[src/hdl/rts_pkg.sv]
// ****************************************************************
// reset sequencer constants
// ****************************************************************
package rts_pkg;

    // ****************************************************************
    // timing
    // ****************************************************************
    localparam int unsigned CLK_PERIOD_NS = 10;
    localparam int unsigned POWER_UP_DELAY_TIME_MS = 72;
    localparam int unsigned RC_TICK_PERIOD_NS = 1000; // internal rc tick period
    localparam int unsigned POWER_UP_DELAY_TICKS =
        (POWER_UP_DELAY_TIME_MS * 1000000 + RC_TICK_PERIOD_NS - 1) / RC_TICK_PERIOD_NS;
    localparam int unsigned DROOP_MIN_DURATION_US = 100;
    localparam int unsigned DROOP_MIN_CYCLES =
        (DROOP_MIN_DURATION_US * 1000 + CLK_PERIOD_NS - 1) / CLK_PERIOD_NS;
    localparam int unsigned OSC_SETTLE_CYCLES = 1024;
    localparam int unsigned CLEAR_FILTER_CYCLES = 4;
    localparam int unsigned RESET_PULSE_CYCLES = 2;

    // ****************************************************************
    // register map
    // ****************************************************************
    localparam int unsigned ADDR_W = 12;
    localparam logic [11:0] CFG_OFFSET = 12'h000;
    localparam logic [11:0] STATUS_OFFSET = 12'h004;
    localparam logic [11:0] SCRATCH_OFFSET = 12'h008;

    // config fields
    localparam int unsigned CFG_DELAY_EN_BIT = 0;
    localparam int unsigned CFG_DROOP_EN_BIT = 1;
    localparam int unsigned CFG_OSC_LSB = 2;
    localparam logic CFG_DELAY_EN_RESET = 1'b0;
    localparam logic CFG_DROOP_EN_RESET = 1'b1;

    // status fields
    localparam int unsigned ST_TIMEOUT_BIT = 0;
    localparam int unsigned ST_POWERDOWN_BIT = 1;
    localparam int unsigned ST_POWER_ON_BIT = 2;
    localparam int unsigned ST_DROOP_BIT = 3;
    localparam int unsigned ST_DROOP_VALID_BIT = 4;
    localparam int unsigned ST_CAUSE_LSB = 5;
    localparam int unsigned ST_STATE_LSB = 8;

    // ****************************************************************
    // types
    // ****************************************************************
    typedef enum logic [1:0] {
        OSC_LOW_POWER_CRYSTAL = 2'b00,
        OSC_CRYSTAL = 2'b01,
        OSC_HIGH_SPEED_CRYSTAL = 2'b10,
        OSC_RESISTOR_CAPACITOR = 2'b11
    } rts_osc_e;

    localparam rts_osc_e CFG_OSC_RESET = OSC_RESISTOR_CAPACITOR;

    typedef enum logic [2:0] {
        CAUSE_NONE = 3'h0,
        CAUSE_POWER_ON = 3'h1,
        CAUSE_CLEAR_RUN = 3'h2,
        CAUSE_CLEAR_SLEEP = 3'h3,
        CAUSE_WDT_RESET = 3'h4,
        CAUSE_WDT_WAKE = 3'h5,
        CAUSE_DROOP = 3'h6
    } rts_cause_e;

    typedef enum logic [2:0] {
        ST_OFF = 3'b000,
        ST_DELAY = 3'b001,
        ST_SETTLE = 3'b011,
        ST_RUN = 3'b010,
        ST_HOLD = 3'b110,
        ST_PULSE = 3'b111,
        ST_DROOP = 3'b101,
        ST_WAKE = 3'b100
    } rts_state_e;

endpackage

[src/hdl/rts_pin_filter.sv]
`timescale 1ns/1ps
// ****************************************************************
// clear pin synchroniser and glitch filter
// ****************************************************************
module rts_pin_filter #(
    parameter int unsigned FILTER_CYCLES = 4
) (
    // clock and reset
    input wire logic clk,
    input wire logic rst_n,
    // pin
    input wire logic pin_raw,
    output logic pin_clean
);
    localparam int unsigned CW = $clog2(FILTER_CYCLES + 1);

    if (FILTER_CYCLES < 1) begin : g_chk
        $error("rts_pin_filter: FILTER_CYCLES must be at least 1");
    end

    logic sync_a;
    logic sync_b;
    logic [CW-1:0] stable_cnt;

    // two flop synchroniser, released level at reset
    always_ff @(posedge clk or negedge rst_n) begin
        if (!rst_n) begin
            sync_a <= 1'b1;
            sync_b <= 1'b1;
        end else begin
            sync_a <= pin_raw;
            sync_b <= sync_a;
        end
    end

    // new level must persist before it is passed on
    always_ff @(posedge clk or negedge rst_n) begin
        if (!rst_n) begin
            stable_cnt <= '0;
            pin_clean <= 1'b1;
        end else if (sync_b == pin_clean) begin
            stable_cnt <= '0;
        end else if (stable_cnt == CW'(FILTER_CYCLES - 1)) begin
            stable_cnt <= '0;
            pin_clean <= sync_b;
        end else begin
            stable_cnt <= stable_cnt + 1'b1;
        end
    end
endmodule

[src/hdl/rts_tick_timer.sv]
`timescale 1ns/1ps
// ****************************************************************
// one shot tick counter
// ****************************************************************
module rts_tick_timer #(
    parameter int unsigned WIDTH = 16
) (
    // clock and reset
    input wire logic clk,
    input wire logic rst_n,
    // control
    input wire logic start,
    input wire logic tick,
    input wire logic [WIDTH-1:0] limit,
    // status
    output logic done
);
    if (WIDTH < 1) begin : g_chk
        $error("rts_tick_timer: WIDTH must be at least 1");
    end

    logic active;
    logic [WIDTH-1:0] count;
    wire last_tick = (count == limit - 1'b1);

    // restart on start, count ticks, stop at limit
    always_ff @(posedge clk or negedge rst_n) begin
        if (!rst_n) begin
            active <= 1'b0;
            done <= 1'b0;
            count <= '0;
        end else if (start) begin
            active <= 1'b1;
            done <= 1'b0;
            count <= '0;
        end else if (active && tick) begin
            if (last_tick) begin
                active <= 1'b0;
                done <= 1'b1;
            end else begin
                count <= count + 1'b1;
            end
        end
    end
endmodule

[src/hdl/rts_reset_sequencer.sv]
// Decided for this implementation: the address map and the APB register port.
`timescale 1ns/1ps
// ****************************************************************
// reset cause and time-out sequencer
// ****************************************************************
module rts_reset_sequencer
    import rts_pkg::*;
#(
    parameter int unsigned POWER_UP_DELAY_TICKS_P = POWER_UP_DELAY_TICKS,
    parameter int unsigned DROOP_MIN_CYCLES_P = DROOP_MIN_CYCLES,
    parameter int unsigned SETTLE_CYCLES_P = OSC_SETTLE_CYCLES,
    parameter int unsigned CLEAR_FILTER_CYCLES_P = CLEAR_FILTER_CYCLES
) (
    // clock and reset
    input wire logic pclk,
    input wire logic presetn,
    // apb slave
    input wire logic [ADDR_W-1:0] paddr,
    input wire logic psel,
    input wire logic penable,
    input wire logic pwrite,
    input wire logic [31:0] pwdata,
    output logic [31:0] prdata,
    output logic pready,
    output logic pslverr,
    // reset sources
    input wire logic external_clear_pin_n,
    input wire logic power_on_event,
    input wire logic supply_below_threshold,
    input wire logic watchdog_expire,
    // core status and clock ticks
    input wire logic clear_watchdog,
    input wire logic sleep_state,
    input wire logic rc_tick,
    input wire logic clock_input_tick,
    // core control
    output logic core_reset_n,
    output logic core_stall,
    output logic wake_resume,
    output rts_cause_e reset_cause
);
    localparam int unsigned DLY_W = $clog2(POWER_UP_DELAY_TICKS_P + 1);
    localparam int unsigned DRP_W = $clog2(DROOP_MIN_CYCLES_P + 1);
    localparam int unsigned SET_W = $clog2(SETTLE_CYCLES_P + 1);
    localparam int unsigned PUL_W = $clog2(RESET_PULSE_CYCLES + 1);
    if (POWER_UP_DELAY_TICKS_P < 1 || DROOP_MIN_CYCLES_P < 1 ||
        SETTLE_CYCLES_P < 1) begin : g_chk
        $error("rts_reset_sequencer: counts must be at least 1");
    end
    // ****************************************************************
    // state
    // ****************************************************************
    rts_state_e state, next_state;
    rts_cause_e next_cause;
    rts_osc_e cfg_osc;
    logic cause_load, next_wake, cfg_delay_en, cfg_droop_en, clear_level, sleep_prev;
    logic timeout_flag, powerdown_flag, power_on_flag, droop_flag;
    logic delay_done, settle_done, droop_long;
    logic [31:0] scratch;
    logic [PUL_W-1:0] pulse_cnt;
    // ****************************************************************
    // clear pin path and timers
    // ****************************************************************
    // the clear pin is only an input here; no reset drives it
    rts_pin_filter #(.FILTER_CYCLES(CLEAR_FILTER_CYCLES_P)) u_clear_filter (
        .clk(pclk),
        .rst_n(presetn),
        .pin_raw(external_clear_pin_n),
        .pin_clean(clear_level)
    );
    // entries into timed states
    wire delay_start = (next_state == ST_DELAY) && (state != ST_DELAY);
    wire settle_enter = (next_state == ST_SETTLE) || (next_state == ST_WAKE);
    wire settle_start = settle_enter && (state != next_state);
    // power-up delay on the internal rc tick
    rts_tick_timer #(.WIDTH(DLY_W)) u_delay_timer (
        .clk(pclk),
        .rst_n(presetn),
        .start(delay_start),
        .tick(rc_tick),
        .limit(DLY_W'(POWER_UP_DELAY_TICKS_P)),
        .done(delay_done)
    );
    // oscillator settle on clock input ticks
    rts_tick_timer #(.WIDTH(SET_W)) u_settle_timer (
        .clk(pclk),
        .rst_n(presetn),
        .start(settle_start),
        .tick(clock_input_tick),
        .limit(SET_W'(SETTLE_CYCLES_P)),
        .done(settle_done)
    );
    // droop duration, restarted while supply is good
    rts_tick_timer #(.WIDTH(DRP_W)) u_droop_timer (
        .clk(pclk),
        .rst_n(presetn),
        .start(!supply_below_threshold),
        .tick(1'b1),
        .limit(DRP_W'(DROOP_MIN_CYCLES_P)),
        .done(droop_long)
    );
    // ****************************************************************
    // event decode
    // ****************************************************************
    wire crystal = (cfg_osc != OSC_RESISTOR_CAPACITOR);
    wire delay_on = cfg_delay_en || cfg_droop_en;
    wire droop_hit = cfg_droop_en && droop_long && supply_below_threshold;
    wire clear_ok = clear_level;
    wire pulse_done = (pulse_cnt == PUL_W'(RESET_PULSE_CYCLES - 1));
    wire sleep_enter = sleep_state && !sleep_prev;
    wire droop_cause = (reset_cause == CAUSE_DROOP);
    // release into run, or hold while the clear pin stays low
    wire rts_state_e run_or_hold = clear_ok ? ST_RUN : ST_HOLD;
    // after the delay, settle only for crystal power-on
    wire rts_state_e after_delay = (crystal && !droop_cause) ? ST_SETTLE : run_or_hold;
    // ****************************************************************
    // sequencer next state
    // ****************************************************************
    always_comb begin
        next_state = state;
        next_cause = reset_cause;
        cause_load = 1'b0;
        next_wake = 1'b0;
        case (state)
            ST_DELAY: begin
                if (droop_cause && cfg_droop_en && supply_below_threshold) begin
                    next_state = ST_DROOP;
                end else if (delay_done) begin
                    next_state = after_delay;
                end
            end
            ST_SETTLE: begin
                if (settle_done) begin
                    next_state = run_or_hold;
                end
            end
            ST_RUN: begin
                if (!clear_ok) begin
                    next_state = ST_HOLD;
                    cause_load = 1'b1;
                    next_cause = sleep_state ? CAUSE_CLEAR_SLEEP : CAUSE_CLEAR_RUN;
                end else if (watchdog_expire && sleep_state) begin
                    cause_load = 1'b1;
                    next_cause = CAUSE_WDT_WAKE;
                    if (crystal) begin
                        next_state = ST_WAKE;
                    end else begin
                        next_wake = 1'b1;
                    end
                end else if (watchdog_expire) begin
                    next_state = ST_PULSE;
                    cause_load = 1'b1;
                    next_cause = CAUSE_WDT_RESET;
                end
            end
            ST_HOLD: begin
                if (clear_ok) begin
                    next_state = ST_RUN;
                end
            end
            ST_PULSE: begin
                if (pulse_done) begin
                    next_state = run_or_hold;
                end
            end
            ST_DROOP: begin
                if (!supply_below_threshold) begin
                    next_state = ST_DELAY;
                end
            end
            ST_WAKE: begin
                if (!clear_ok) begin
                    next_state = ST_HOLD;
                    cause_load = 1'b1;
                    next_cause = CAUSE_CLEAR_SLEEP;
                end else if (settle_done) begin
                    next_state = ST_RUN;
                    next_wake = 1'b1;
                end
            end
            default: begin
                next_state = ST_OFF;
            end
        endcase
        // power-on wins over everything, then droop
        if (power_on_event) begin
            cause_load = 1'b1;
            next_cause = CAUSE_POWER_ON;
            next_wake = 1'b0;
            if (delay_on) begin
                next_state = ST_DELAY;
            end else if (crystal) begin
                next_state = ST_SETTLE;
            end else begin
                next_state = run_or_hold;
            end
        end else if (droop_hit && state != ST_DROOP) begin
            next_state = ST_DROOP;
            cause_load = 1'b1;
            next_cause = CAUSE_DROOP;
            next_wake = 1'b0;
        end
    end
    // state and registered core controls, released on the clock
    always_ff @(posedge pclk or negedge presetn) begin
        if (!presetn) begin
            state <= ST_OFF;
            reset_cause <= CAUSE_NONE;
            core_reset_n <= 1'b0;
            core_stall <= 1'b0;
            wake_resume <= 1'b0;
            sleep_prev <= 1'b0;
        end else begin
            state <= next_state;
            reset_cause <= next_cause;
            core_reset_n <= (next_state == ST_RUN) || (next_state == ST_WAKE);
            core_stall <= (next_state == ST_WAKE);
            wake_resume <= next_wake;
            sleep_prev <= sleep_state;
        end
    end
    // watchdog reset pulse length
    always_ff @(posedge pclk or negedge presetn) begin
        if (!presetn) begin
            pulse_cnt <= '0;
        end else if (state != ST_PULSE) begin
            pulse_cnt <= '0;
        end else begin
            pulse_cnt <= pulse_cnt + 1'b1;
        end
    end

    // ****************************************************************
    // apb decode
    // ****************************************************************
    wire sel_cfg = (paddr == CFG_OFFSET);
    wire sel_status = (paddr == STATUS_OFFSET);
    wire sel_scratch = (paddr == SCRATCH_OFFSET);
    wire addr_hit = sel_cfg || sel_status || sel_scratch;
    wire access = psel && penable && !pready;
    wire wr_fire = psel && penable && pready && pwrite;
    wire wr_cfg = wr_fire && sel_cfg;
    wire wr_status = wr_fire && sel_status;
    wire wr_scratch = wr_fire && sel_scratch;

    // read words
    wire [31:0] cfg_word = {28'h000_0000, cfg_osc, cfg_droop_en, cfg_delay_en};
    wire [31:0] status_word = {21'h00_0000, state, reset_cause, cfg_droop_en,
        droop_flag, power_on_flag, powerdown_flag, timeout_flag};
    wire [31:0] rd_mux = sel_cfg ? cfg_word :
        sel_status ? status_word :
        sel_scratch ? scratch : 32'h0000_0000;

    // one wait state, answer registered
    always_ff @(posedge pclk or negedge presetn) begin
        if (!presetn) begin
            pready <= 1'b0;
            pslverr <= 1'b0;
            prdata <= 32'h0000_0000;
        end else begin
            pready <= access;
            pslverr <= access && !addr_hit;
            prdata <= (access && !pwrite) ? rd_mux : 32'h0000_0000;
        end
    end

    // ****************************************************************
    // configuration
    // ****************************************************************
    // configuration survives every reset but the block reset
    always_ff @(posedge pclk or negedge presetn) begin
        if (!presetn) begin
            cfg_delay_en <= CFG_DELAY_EN_RESET;
            cfg_droop_en <= CFG_DROOP_EN_RESET;
            cfg_osc <= CFG_OSC_RESET;
        end else if (wr_cfg) begin
            cfg_delay_en <= pwdata[CFG_DELAY_EN_BIT];
            cfg_droop_en <= pwdata[CFG_DROOP_EN_BIT];
            cfg_osc <= rts_osc_e'(pwdata[CFG_OSC_LSB +: 2]);
        end
    end

    // ****************************************************************
    // status flags
    // ****************************************************************
    // timeout and powerdown per cause, then core events
    always_ff @(posedge pclk or negedge presetn) begin
        if (!presetn) begin
            timeout_flag <= 1'b1;
            powerdown_flag <= 1'b1;
        end else if (cause_load) begin
            case (next_cause)
                CAUSE_POWER_ON, CAUSE_DROOP: begin
                    timeout_flag <= 1'b1;
                    powerdown_flag <= 1'b1;
                end
                CAUSE_WDT_RESET: begin
                    timeout_flag <= 1'b0;
                    powerdown_flag <= 1'b1;
                end
                CAUSE_WDT_WAKE: begin
                    timeout_flag <= 1'b0;
                    powerdown_flag <= 1'b0;
                end
                CAUSE_CLEAR_SLEEP: begin
                    timeout_flag <= 1'b1;
                    powerdown_flag <= 1'b0;
                end
                default: begin
                end
            endcase
        end else if (clear_watchdog) begin
            timeout_flag <= 1'b1;
            powerdown_flag <= 1'b1;
        end else if (sleep_enter) begin
            timeout_flag <= 1'b1;
            powerdown_flag <= 1'b0;
        end
    end
    // power-on flag: cleared by power-on, set by software
    always_ff @(posedge pclk or negedge presetn) begin
        if (!presetn) begin
            power_on_flag <= 1'b0;
        end else if (cause_load && next_cause == CAUSE_POWER_ON) begin
            power_on_flag <= 1'b0;
        end else if (wr_status && pwdata[ST_POWER_ON_BIT]) begin
            power_on_flag <= 1'b1;
        end
    end
    // droop flag: no reset, cleared by droop, set by software
    always_ff @(posedge pclk) begin
        if (cause_load && next_cause == CAUSE_DROOP) begin
            droop_flag <= 1'b0;
        end else if (wr_status && pwdata[ST_DROOP_BIT]) begin
            droop_flag <= 1'b1;
        end
    end
    // scratch word untouched by any reset
    always_ff @(posedge pclk) begin
        if (wr_scratch) begin
            scratch <= pwdata;
        end
    end
endmodule

[config.mk]
export PLATFORM = sky130hd
export DESIGN_NAME = rts_reset_sequencer
export DESIGN_NICKNAME = d
export VERILOG_FILES = /design/src/hdl/rts_pkg.sv /design/src/hdl/rts_pin_filter.sv /design/src/hdl/rts_tick_timer.sv /design/src/hdl/rts_reset_sequencer.sv
export SDC_FILE = /design/constraint.sdc
export NUM_CORES = 1
export LEC_CHECK = 0
export BUFFER_PORTS_ARGS = -buffer_cell sky130_fd_sc_hd__buf_2
export CAP_MARGIN = 25
export CORE_MARGIN = 2
export CORE_UTILIZATION = 50
export DETAILED_ROUTE_END_ITERATION = 16
export GPL_ROUTABILITY_DRIVEN = 0
export PLACE_DENSITY_LB_ADDON = 0.25
export SYNTH_ARGS = -nofsm -noshare
export SYNTH_HDL_FRONTEND = slang
export SYNTH_SLANG_ARGS = --single-unit
[constraint.sdc]
create_clock -name pclk -period 2.3 [get_ports pclk]
set_clock_uncertainty 0.05 [all_clocks]
set_input_delay 0.115 -clock pclk [delete_from_list [all_inputs] [get_ports pclk]]
set_output_delay 0.115 -clock pclk [all_outputs]
set_load 0.01 [all_outputs]
Word level (Yosys, flattened, before mapping)
Cells that the tools add are included.
W data, S select, Z words.
Operators by class
  add/sub/neg operators: 5
  eq/ne operators: 37
  mux-type cells: 86
  bitwise gates (word level): 1
  reduce and logical (&&, ||, !) cells: 55
Operators by type and width (number)
  $mux W32: 4
  $mux W3: 26
  $mux W17: 3
  $mux W14: 3
  $mux W1: 40
  $mux W11: 3
  $eq A3 B3 Y1 const B: 9
  $logic_and A1 B1 Y1: 25
  $pmux W3 S7: 1
  $eq A3 B2 Y1 const B: 6
  $reduce_and A2 Y1: 9
  $add A17 B1 Y17 const B: 1
  $eq A17 B17 Y1 const B: 1
  $add A14 B1 Y14 const B: 1
  $eq A14 B14 Y1 const B: 1
  $eq A12 B3 Y1 const B: 1
  $eq A12 B4 Y1 const B: 1
  $logic_not A12 Y1: 1
  $ne A3 B3 Y1 const B: 4
  $add A11 B1 Y11 const B: 1
  $eq A11 B10 Y1 const B: 1
  $reduce_bool A2 Y1: 5
  $eq A3 B1 Y1 const B: 3
  $ne A2 B2 Y1 const B: 4
  16 further kinds: 30
Storage, ports and cells
  flip-flop bits (word level): 140
  input port bits: 57
  output and inout port bits: 40

Logic depth before layout (Yosys ltp)
Gate-level depths: netlist (run 1).
  depth in word-level cells: 14
  mapped depth: 9

Cells and area by module
Synthesis (run 1) repeated with hierarchy kept, for this count alone.
Unflattened totals
  cell total of the unflattened synthesis: 769
  area, all modules: 7848.8 sq um
Modules (own cells, without submodules)
  rts_reset_sequencer: instances 1, cells an instance 269, area an instance 3477.1 sq um, sequential area each 2313.5 sq um
  rts_tick_timer (u_delay_timer): instances 1, cells an instance 197, area an instance 1686.6 sq um, sequential area each 475.5 sq um
  rts_tick_timer (u_droop_timer): instances 1, cells an instance 154, area an instance 1337.5 sq um, sequential area each 400.4 sq um
  rts_tick_timer (u_settle_timer): instances 1, cells an instance 136, area an instance 1127.3 sq um, sequential area each 325.3 sq um
  rts_pin_filter: instances 1, cells an instance 13, area an instance 220.2 sq um, sequential area each 153.9 sq um

Worst setup path after synthesis (run 1)
Ideal clock, no wire load.
  path kind: in2reg
  start: in paddr[7]
  end: reg scratch[0] (enable)
  arrival: 2011 ps
  required time: 1858 ps
  path slack: -153 ps
  cell stages on the path: 5
  buffers on the path: 1
  path through: nor4_1 -> nand3_1 -> nor3b_1 -> clkbuf_1 -> and2_1
Between the ends
  longest elaborated chain between the ends: 2
RTL lines
  start, declared: RTL line rts_reset_sequencer.sv:18  | input wire logic [ADDR_W-1:0] paddr,
  $eq A12 B4 Y1: RTL line rts_reset_sequencer.sv:238  | wire sel_scratch = (paddr == SCRATCH_OFFSET);
  $logic_and A1 B1 Y1: RTL line rts_reset_sequencer.sv:244  | wire wr_scratch = wr_fire && sel_scratch;
  via wr_scratch: RTL line rts_reset_sequencer.sv:244
  end signal, assigned: RTL line rts_reset_sequencer.sv:341  | scratch <= pwdata;
  end, declared: RTL line rts_reset_sequencer.sv:59  | logic [31:0] scratch;
The timed path passes the listed nets, and every way through them passes these cells.
A chain may end at the register's enable or synchronous reset.

Worst setup path after layout (run 1)
  start: reg u_droop_timer.count[6]
  end: reg u_droop_timer.count[2]
Between the ends
  longest elaborated chain between the ends: 3
RTL lines
  start, declared: RTL line rts_tick_timer.sv:23  | logic [WIDTH-1:0] count;
  start signal, assigned: RTL line rts_tick_timer.sv:41  | count <= count + 1'b1;
  $eq A14 B14 Y1: RTL line rts_tick_timer.sv:24  | wire last_tick = (count == limit - 1'b1);
  $ne A2 B2 Y1 (no line)
  $reduce_and A2 Y1 (no line)
Every way passes these cells.

==> out/metrics.cfg, run 1 <==
[floorplan]
dieArea_um2=12950
start_util_pct=50.60
die_y_um=113.8
dieWidth_um=113.8
coreArea_um2=11910
pin_count=97
row_count=40

[pwr]
power.internal_mw=4.588
pwr_density_cell_nw_per_um2=754.2
leakage_nw=3.590
switchingPower_mw=1.363
p_sw_share_pct=22.90
finalPower_mw=5.950
ir_drop_mv=0.5617
clockPowerShare_pct=46.0
pwr-share-seq_pct=46.3
p_comb_share_pct=7.8

[timing]
finalCriticalPeriod_ns=2.178
slew_violations=0
tightest_slew_ns=0.6408
slew_headroom_pct=57.28
worst_slack_ns=0.1220
setup_violations=0
min_period_over_period_pct=94.69
clock.fmax_mhz=459.1
hold_ws_ns=0.07565
hold_violations=0
final.setup.tns_ns=0
rsz0062_at_grt=no

[layout]
fin_area_um2=7890
post-route-util_pct=66.24
nNetsFinal=736
fin_cells=835
final_common_cell=dfrtp_1
mostFrequentLayoutCells=98 x dfrtp_1, 95 x buf_2, 49 x nor2_1
layout-drive-gt1-share_pct=27.07
syn2layout_area_growth_pct=30.91

[global_routing]
grtUsageMet2_pct=36.49
grt_max_degree=49
grt_pass1_wl_um=21780
grt_pass1_vias=4595
grt_antenna_before_repair=1
use_met1_pct=26.53
grt_overflow=0
top_usage_layer=met2
grt_use_met3_pct=5.260
grt_usage_pct=21.62

[clock_tree]
cts_root_buf=clkbuf_16
cts_tree=yes
htreeDepth=4
cts_buffers=17
clk_path_buf_depth=2
clkTransAtPathRegs_ns=0.06
cts.sinks=140
clock_latency_ns=0.42

[routing]
drc_errors=0
drt-initial-drc-count=217
routed_wl_um=12810
wire_per_inst_um=15.34
drt.antenna.violating_nets=0
firstDrtPassIters=5
vias_per_cell=5.310
vias=4434

[logic_synthesis]
ys_types=65
synth_edf_count=32
syn_inst=510
synth_area_per_cell_um2=11.82
yosysSeqAreaShare_pct=60.87
yosysTopAreaCell=dfrtp_1
async_flop_share_pct=76.43
mappedNetlistArea_um2=6027
synth_warnings=0
synth_nets=572
synth_top_area_share_pct=41.10
synth_seq_cells=140
synth_ff_type=dfrtp_1
synth_area_leaders=dfrtp_1 41%, edfxtp_1 16%, and2_1 3.8%, dfstp_2 3.5%, nor2_1 3.1%

[setup_path]
crit_top_cell=buf_4
critPathRequiredTime_ns=2.55
arrival_ns=2.43
cp-end-kind=flop
rrSetupSlack_ns=0.12
crit_fanout=4
slowest_delay_ns=0.56
r2r_cells=7
critPathKind=reg2reg
slowest_stage=or4b_4
regToRegEndpoint=u_droop_timer.count[2]
path_cells=or4b_4 -> o41ai_4 -> buf_4 -> buf_4 -> nor2_1 -> xor2_1 -> and2_1
cp-start-kind=flop
r2r-start=u_droop_timer.count[6]

[placed_design]
port_buffers=96
postPlaceCellArea_um2=6853
place_inst=759
dp_slack_ns=0.06264
place.detailed.hpwl_um=8532

[hold_path]
hp-start=pwrite
hold_depth=3
holdPathEnd=prdata[2]
min_path_type=in2reg

[job]
maxCapViolCount=0

[status]
run_status=complete, no violations

==> kinds of logic after synthesis <==
kind of cell    synth area share [%]
buf+inv                        1.951
xor+xnor                       5.667
flops                          60.87
simple gates                   20.99
fa+ha+maj                      1.038
mux                            1.806
compound gates                 7.682
==> cell type report <==
| cell class | instances | area, um2 |
|---|---|---|
| inverters | 10 | 37.54 |
| fillers | 887 | 4021 |
| well taps | 147 | 183.9 |
| diodes | 1 | 2.502 |
| clock buffers | 18 | 429.2 |
| multi-input cells | 341 | 2251 |
| flip-flops and latches | 140 | 3670 |
| repair buffers | 164 | 1149 |
| clock inverters | 14 | 167.7 |
==> worst max-delay path by stage <==
stage                            from                 endpoint  slack, ns  cells after the start
6_report       u_droop_timer.count[6]   u_droop_timer.count[2]       0.12                      7
5_1_grt                      state[2]           powerdown_flag      0.004                      7
4_1_cts                      state[2]  u_settle_timer.count[7]       0.06                      6
3_5_place_dp                 state[2]  u_settle_timer.count[5]       0.06                      6
3_3_place_gp                 state[2]  u_settle_timer.count[6]       0.16                      6
2_1_floorplan  u_droop_timer.count[4]  u_droop_timer.count[13]       0.03                      6
==> synth_stat cells, types with 8 or more instances <==
| master | count |
|---|---|
| dfrtp_1 | 99 |
| nor2_1 | 49 |
| and2_1 | 37 |
| edfxtp_1 | 32 |
| nand2_1 | 30 |
| nand3_1 | 26 |
| xnor2_1 | 20 |
| nor3_1 | 19 |
| xor2_1 | 19 |
| clkbuf_1 | 11 |
| nand4_1 | 11 |
| nor2b_1 | 11 |
| inv_1 | 10 |
| a21oi_1 | 8 |
| and3_1 | 8 |
| dfstp_2 | 8 |
==> registers in the layout, indices dropped and copies added (netlist names), 3 cells and up <==
signal,flops
reset_cause,3
state,3
u_settle_timer.count,11
u_delay_timer.count,17
scratch,32
u_clear_filter.stable_cnt,3
u_droop_timer.count,14
prdata,32
==> metal layers <==
| layer | wire length (um) | up-vias |
|---|---|---|
| li1 | - | 2142 |
| met1 | 5511 | 2159 |
| met2 | 6521 | 112 |
| met3 | 497 | 21 |
| met4 | 280 | 0 |
| met5 | 0 | - |
==> worst max-delay path, delay by kind of cell, from the launching register on <==
| family | cells | cell delay (ns) |
|---|---|---|
| simple gates | 3 | 0.76 |
| compound gates | 1 | 0.41 |
| flops | 1 | 0.40 |
| buf+inv | 2 | 0.32 |
| xor+xnor | 1 | 0.13 |
==> power groups by stage <==
stage | combinational (mW) | sequential [mW] | clock (mW)
after floorplan | 0.264 | 2.75 | 0
after global placement | 0.386 | 2.79 | 0
after detailed placement | 0.408 | 2.79 | 0
after CTS | 0.465 | 2.75 | 2.79
after global routing | 0.524 | 2.77 | 2.91
final | 0.463 | 2.75 | 2.73
==> repair_timing <==
item,4_1_cts,5_1_grt
gates resized for setup,0,3
hold buffers,42,0
buffers inserted,0,1
endpoints found under the hold margin,89,0
setup endpoints to repair,0,17
Note: power is estimated with default switching activity, not from simulation.
==> run 2: changes to the inputs <==
--- a/config.mk
+++ b/config.mk
@@ -11,6 +11,7 @@
 export CORE_UTILIZATION = 50
 export DETAILED_ROUTE_END_ITERATION = 16
 export GPL_ROUTABILITY_DRIVEN = 0
+export HOLD_SLACK_MARGIN = 0.12
 export PLACE_DENSITY_LB_ADDON = 0.25
 export SYNTH_ARGS = -nofsm -noshare
 export SYNTH_HDL_FRONTEND = slang
==> run 2 against run 1 <==
  * Critical path depth unchanged
  * Sequential share of layout area shrank 0.28 points
  * Utilization up 0.40 points
  * Via count fell by 0.14%
  * Highest routed layer unchanged
  * Global-route usage grew 0.090 points
  * Non-clock buffer count rose by 5
  * Register-to-register slack barely moved
  * Final cell count grew 0.48%
  * Critical endpoint unchanged
  * Largest power group unchanged
  * Largest cell class unchanged
  * Maximum frequency barely moved
  * First-iteration DRC count fell by 1.8%
  * Worst hold slack improved by 0.13 ns
  * Combinational power grew 1%
==> out/metrics.cfg, run 2 (synthesis results as in run 1) <==
[clock_tree]
cts.sinks=140  ; unchanged
clock_latency_ns=0.42  ; about the same
htreeDepth=4  ; unchanged
cts_buffers=17  ; unchanged
clkTransAtPathRegs_ns=0.06  ; about the same
cts_root_buf=clkbuf_16
cts_tree=yes
clk_path_buf_depth=2  ; unchanged

[global_routing]
grt_max_degree=49  ; unchanged
grt_pass1_wl_um=21880  ; +0.47%
grt_overflow=0  ; unchanged
grt_pass1_vias=4610  ; +0.33%
grt_usage_pct=21.71  ; +0.090 points
grt_antenna_before_repair=0  ; -1

[routing]
vias_per_cell=5.278  ; -0.61%
wire_per_inst_um=15.37  ; +0.17%
drt-initial-drc-count=213  ; -1.8%
vias=4428  ; -0.14%
routed_wl_um=12890  ; +0.65%
drc_errors=0  ; unchanged
drt.antenna.violating_nets=0  ; unchanged
firstDrtPassIters=5  ; unchanged

[setup_path]
cp-start-kind=flop
slowest_delay_ns=0.56  ; about the same
crit_top_cell=buf_4
critPathRequiredTime_ns=2.55  ; about the same
critPathKind=reg2reg
crit_buf_inv=2  ; unchanged
slowest_stage=or4b_4
cp-end-kind=flop
arrival_ns=2.43  ; about the same
cp_top_family=simple AND/OR/NAND/NOR gates
path_cells=or4b_4 -> o41ai_4 -> buf_4 -> buf_4 -> nor2_1 -> xor2_1 -> and2_1
crit_fanout=4  ; unchanged

[floorplan]
start_util_pct=50.60  ; unchanged
row_count=40  ; unchanged
coreArea_um2=11910  ; unchanged
dieWidth_um=113.8  ; unchanged
pin_count=97  ; unchanged
dieArea_um2=12950  ; unchanged
die_y_um=113.8  ; unchanged

[layout]
mostFrequentLayoutCells=98 x dfrtp_1, 95 x buf_2, 49 x nor2_1
n_fill_cell=881  ; -0.68%
post-route-util_pct=66.64  ; +0.40 points
layout-drive-gt1-share_pct=26.88  ; -0.20 points
nNetsFinal=741  ; +0.68%
final_common_cell=dfrtp_1
fin_cells=839  ; +0.48%
biggestRegsByFlops=prdata x32, scratch x32, u_delay_timer.count x17
syn2layout_area_growth_pct=31.70
n_antenna_cell=0  ; -1

[hold_path]
min_path_type=in2reg

[timing]
slew_violations=0  ; unchanged
setup_violations=0  ; unchanged
slew_headroom_pct=56.91  ; -0.37 points
finalCriticalPeriod_ns=2.176  ; -0.001771 ns
tightest_slew_ns=0.6463  ; +0.005491 ns
hold_violations=0  ; unchanged
hold_ws_ns=0.2013  ; +0.1257 ns
clock.fmax_mhz=459.5  ; about the same
rsz0062_at_grt=no
final.setup.tns_ns=0  ; unchanged
min_period_over_period_pct=94.62  ; about the same

[pwr]
pwr-share-seq_pct=46.1  ; -0.2 points
pwr_density_cell_nw_per_um2=751.6  ; -0.34%
clockPowerShare_pct=46.0  ; about the same
leakage_nw=3.608  ; +0.50%
power.internal_mw=4.592  ; +0.10%
ir_drop_mv=0.5608  ; -0.17%
p_comb_share_pct=7.9  ; about the same
p_sw_share_pct=23.03  ; +0.12 points
switchingPower_mw=1.374  ; +0.81%

[placed_design]
place.detailed.hpwl_um=8532  ; unchanged
port_buffers=96  ; unchanged
place_inst=759  ; unchanged

[status]
run_status=complete, no violations

[job]
maxCapViolCount=0  ; unchanged

[run 2: cell types whose count changed in the layout (fill, tap and decap cells not counted)]
cell / delta
diode_2: -1
dlygate4sd3_1: +5
[run 2: timing repair]
action	in CTS	in global routing
hold buffers	47	0
buffers inserted	0	1
endpoints found under the hold margin	102	0
setup endpoints to repair	0	17
resized for setup	0	3
[run 2: per-layer routing]
layer,track usage (%),part of all wire (%),up-vias
met5,0,0,-
met4,8.862,1.9,0
met3,5.260,3.8,21
met2,36.85,51,88
met1,26.84,43,2172
li1,-,-,2147
[run 2: cell type report]
type | count | area, um2 | area share (%)
flip-flops and latches | 140 | 3670 | 46.23
repair buffers | 169 | 1199 | 15.10
multi-input cells | 341 | 2251 | 28.36
inverters | 10 | 37.54 | 0.4729
clock buffers | 18 | 429.2 | 5.407
well taps | 147 | 183.9 | 2.317
clock inverters | 14 | 167.7 | 2.112
[run 2: worst paths after layout]
kind                                             start  slack [ns]                endpoint  cells after the start
worst min register to register   u_clear_filter.sync_a        0.31   u_clear_filter.sync_b                      0
min in group asynchronous                      presetn        0.22              prdata[19]                      2
worst max register to register  u_droop_timer.count[6]        0.12  u_droop_timer.count[2]                      7
worst min-delay path                              psel        0.20               prdata[2]                      4
max in group asynchronous                      presetn        1.21   u_clear_filter.sync_a                      3
worst max-delay path            u_droop_timer.count[6]        0.12  u_droop_timer.count[2]                      7
[run 2: per-stage QoR]
stage	worst slack, ns	area [um2]	power, mW
after floorplan	0.03326	6028	3.014
after CTS	0.05692	7920	6.014
after global placement	0.1641	6853	3.172
after global routing	0.004296	7938	6.207
after detailed placement	0.06264	6853	3.203
final	0.1238	7938	5.966
[run 2: power by group through the flow]
stage	clock network [mW]	logic [mW]	registers [mW]
2_1_floorplan	0	0.264	2.75
3_3_place_gp	0	0.386	2.79
3_5_place_dp	0	0.408	2.79
4_1_cts	2.79	0.471	2.75
5_1_grt	2.91	0.531	2.77
6_report	2.74	0.469	2.75
[run 2: worst reg2reg max path: stages, from the launching register on]
cell and delay (ns):
dfrtp_1 0.40, or4b_4 0.56, o41ai_4 0.41, buf_4 0.19, buf_4 0.13, nor2_1 0.05
xor2_1 0.13, and2_1 0.15
==> run 3: changes to the inputs <==
--- a/config.mk
+++ b/config.mk
@@ -8,7 +8,7 @@
 export BUFFER_PORTS_ARGS = -buffer_cell sky130_fd_sc_hd__buf_2
 export CAP_MARGIN = 25
 export CORE_MARGIN = 2
-export CORE_UTILIZATION = 50
+export CORE_UTILIZATION = 40
 export DETAILED_ROUTE_END_ITERATION = 16
 export GPL_ROUTABILITY_DRIVEN = 0
 export HOLD_SLACK_MARGIN = 0.12
==> run 3 against run 2 <==
  * Non-clock buffer count decreased by 4
  * Via count decreased by 0.61%
  * Register-to-register slack got worse by 0.02 ns
  * Worst hold slack got worse by 0.072 ns
  * Utilization decreased by 12 points
  * Global-route usage decreased by 4.7 points
  * Clock-buffer cell count decreased by 1
  * Wire length decreased by 1.1%
  * Clock power about the same
  * First-iteration DRC count increased by 7.0%
  * Critical path depth unchanged
  * Combinational power about the same
==> out/metrics.cfg, run 3 (synthesis results as in run 1) <==
[layout]
n_antenna_cell=0  ; unchanged
n_fill_cell=1262  ; +43%
nNetsFinal=737  ; -0.54%
biggestRegsByFlops=prdata x32, scratch x32, u_delay_timer.count x17
mostFrequentLayoutCells=97 x dfrtp_1, 95 x buf_2, 49 x nor2_1
fin_area_um2=7953  ; +0.19%
syn2layout_area_growth_pct=31.95
layout-drive-gt1-share_pct=27.76  ; +0.88 points
final_common_cell=dfrtp_1
fin_cells=872  ; +3.9%
post-route-util_pct=54.31  ; -12 points

[pwr]
ir_drop_mv=0.4904  ; -13%
p_sw_share_pct=25.31  ; +2.3 points
p_comb_share_pct=7.9  ; about the same
power.internal_mw=4.433  ; -3.5%
leakage_nw=3.600  ; -0.21%
finalPower_mw=5.935  ; -0.52%
pwr_density_cell_nw_per_um2=746.3  ; -0.71%
switchingPower_mw=1.502  ; +9.4%
clockPowerShare_pct=45.9  ; about the same
pwr-share-seq_pct=46.2  ; about the same

[routing]
wire_per_inst_um=14.62  ; -4.8%
vias=4401  ; -0.61%
routed_wl_um=12750  ; -1.1%
firstDrtPassIters=5  ; unchanged
drt.antenna.violating_nets=0  ; unchanged
drc_errors=0  ; unchanged
vias_per_cell=5.047  ; -4.4%
drt-initial-drc-count=228  ; +7.0%

[timing]
hold_ws_ns=0.1295  ; -0.07188 ns
finalCriticalPeriod_ns=2.196  ; +0.01957 ns
clock.fmax_mhz=455.4  ; -0.89%
slew_violations=0  ; unchanged
setup_violations=0  ; unchanged
hold_violations=0  ; unchanged
slew_headroom_pct=60.14  ; +3.2 points
rsz0062_at_grt=yes
min_period_over_period_pct=95.47  ; +0.85 points
tightest_slew_ns=0.5933  ; -0.05305 ns

[clock_tree]
cts_tree=yes
cts.sinks=140  ; unchanged
cts_buffers=17  ; unchanged
clkTransAtPathRegs_ns=0.07  ; about the same
post-cts-setup-buffers=0  ; unchanged
clk_path_buf_depth=2  ; unchanged
htreeDepth=4  ; unchanged
cts_root_buf=clkbuf_16
clock_latency_ns=0.42  ; about the same

[global_routing]
grt_pass1_wl_um=21620  ; -1.2%
grt_overflow=0  ; unchanged
grt_max_degree=69  ; +41%
grt_usage_pct=17.03  ; -4.7 points
grt_pass1_vias=4443  ; -3.6%
grt_antenna_before_repair=0  ; unchanged

[setup_path]
critPathKind=reg2reg
critPathRequiredTime_ns=2.56  ; about the same
path_cells=or4b_4 -> o41ai_4 -> buf_4 -> a21oi_2 -> nand4_1 -> xnor2_1 -> and2_1
crit_fanout=6  ; +2
r2r-start=u_droop_timer.count[6]
cp-end-kind=flop
slowest_delay_ns=0.57  ; about the same
regToRegEndpoint=u_droop_timer.count[6]
cp-start-kind=flop
r2r_cells=7  ; unchanged
slowest_stage=or4b_4
crit_buf_inv=1  ; -1
cp_top_family=simple AND/OR/NAND/NOR gates
arrival_ns=2.46  ; +0.03 ns
rrSetupSlack_ns=0.10  ; -0.02 ns

[floorplan]
coreArea_um2=14640  ; +23%
row_count=44  ; +10%
dieWidth_um=126.8  ; +11%
die_y_um=126.8  ; +11%
start_util_pct=41.16  ; -9.4 points
pin_count=97  ; unchanged
dieArea_um2=16070  ; +24%

[placed_design]
place_inst=795  ; +4.7%
place.detailed.hpwl_um=8674  ; +1.7%
port_buffers=96  ; unchanged
postPlaceCellArea_um2=6879  ; +0.38%

[job]
maxCapViolCount=0  ; unchanged

[status]
run_status=complete, no violations

[hold_path]
min_path_type=in2async

## run 3: final cells by class
type	instances	area, um2	share of cell area [%]
Multi-Input combinational cell	341	2263	28.46
Timing Repair Buffer	165	1151	14.47
Clock inverter	15	173.9	2.187
Clock buffer	17	425.4	5.349
Tap cell	184	230.2	2.895
Sequential cell	140	3671	46.16
Inverter	10	37.54	0.4720
## run 3: worst register-to-register path, stage by stage (launching register included)
cell and delay, ns:
dfrtp_1 0.41, or4b_4 0.57, o41ai_4 0.40, buf_4 0.22, a21oi_2 0.10, nand4_1 0.12
xnor2_1 0.06, and2_1 0.15
## run 3: what timing repair did
item | in CTS | in global routing
hold endpoints to repair | 160 | 0
resized for setup | 1 | 5
setup endpoints to repair | 13 | 15
hold buffers | 45 | 0
## run 3: worst max-delay path by stage
stage / from / endpoint / slack [ns] / cells after the start
after CTS: state[2] / u_settle_timer.count[6] / 0.03 / 6
after detailed placement: state[0] / u_settle_timer.count[6] / -0.008 / 6
after floorplan: u_droop_timer.count[4] / u_droop_timer.count[13] / 0.03 / 6
after global placement: state[0] / u_settle_timer.count[6] / 0.08 / 6
final: u_droop_timer.count[6] / u_droop_timer.count[6] / 0.10 / 7
after global routing: state[2] / u_settle_timer.count[10] / -0.02 / 6
## run 3: stage by stage
| stage | setup TNS [ns] | setup slack, ns |
|---|---|---|
| 2_1_floorplan | 0 | 0.03326 |
| 3_5_place_dp | -0.02912 | -0.008456 |
| 5_1_grt | -0.06774 | -0.01752 |
| 6_report | 0 | 0.1042 |
| 3_3_place_gp | 0 | 0.07728 |
| 4_1_cts | 0 | 0.02909 |
## run 3: power groups by stage
| stage | registers [mW] | logic [mW] | clock network (mW) |
|---|---|---|---|
| after floorplan | 2.75 | 0.264 | 0 |
| after global placement | 2.79 | 0.386 | 0 |
| after detailed placement | 2.79 | 0.401 | 0 |
| after CTS | 2.74 | 0.466 | 2.79 |
| after global routing | 2.76 | 0.535 | 2.91 |
| final | 2.74 | 0.467 | 2.72 |
## run 3: per-layer routing
layer / vias up / GRT usage, % / routed length, um
li1: 2142 / - / -
met1: 2137 / 21.71 / 5653
met2: 94 / 27.57 / 6354
met3: 28 / 4.597 / 479
met4: 0 / 7.240 / 264
met5: - / 0 / 0
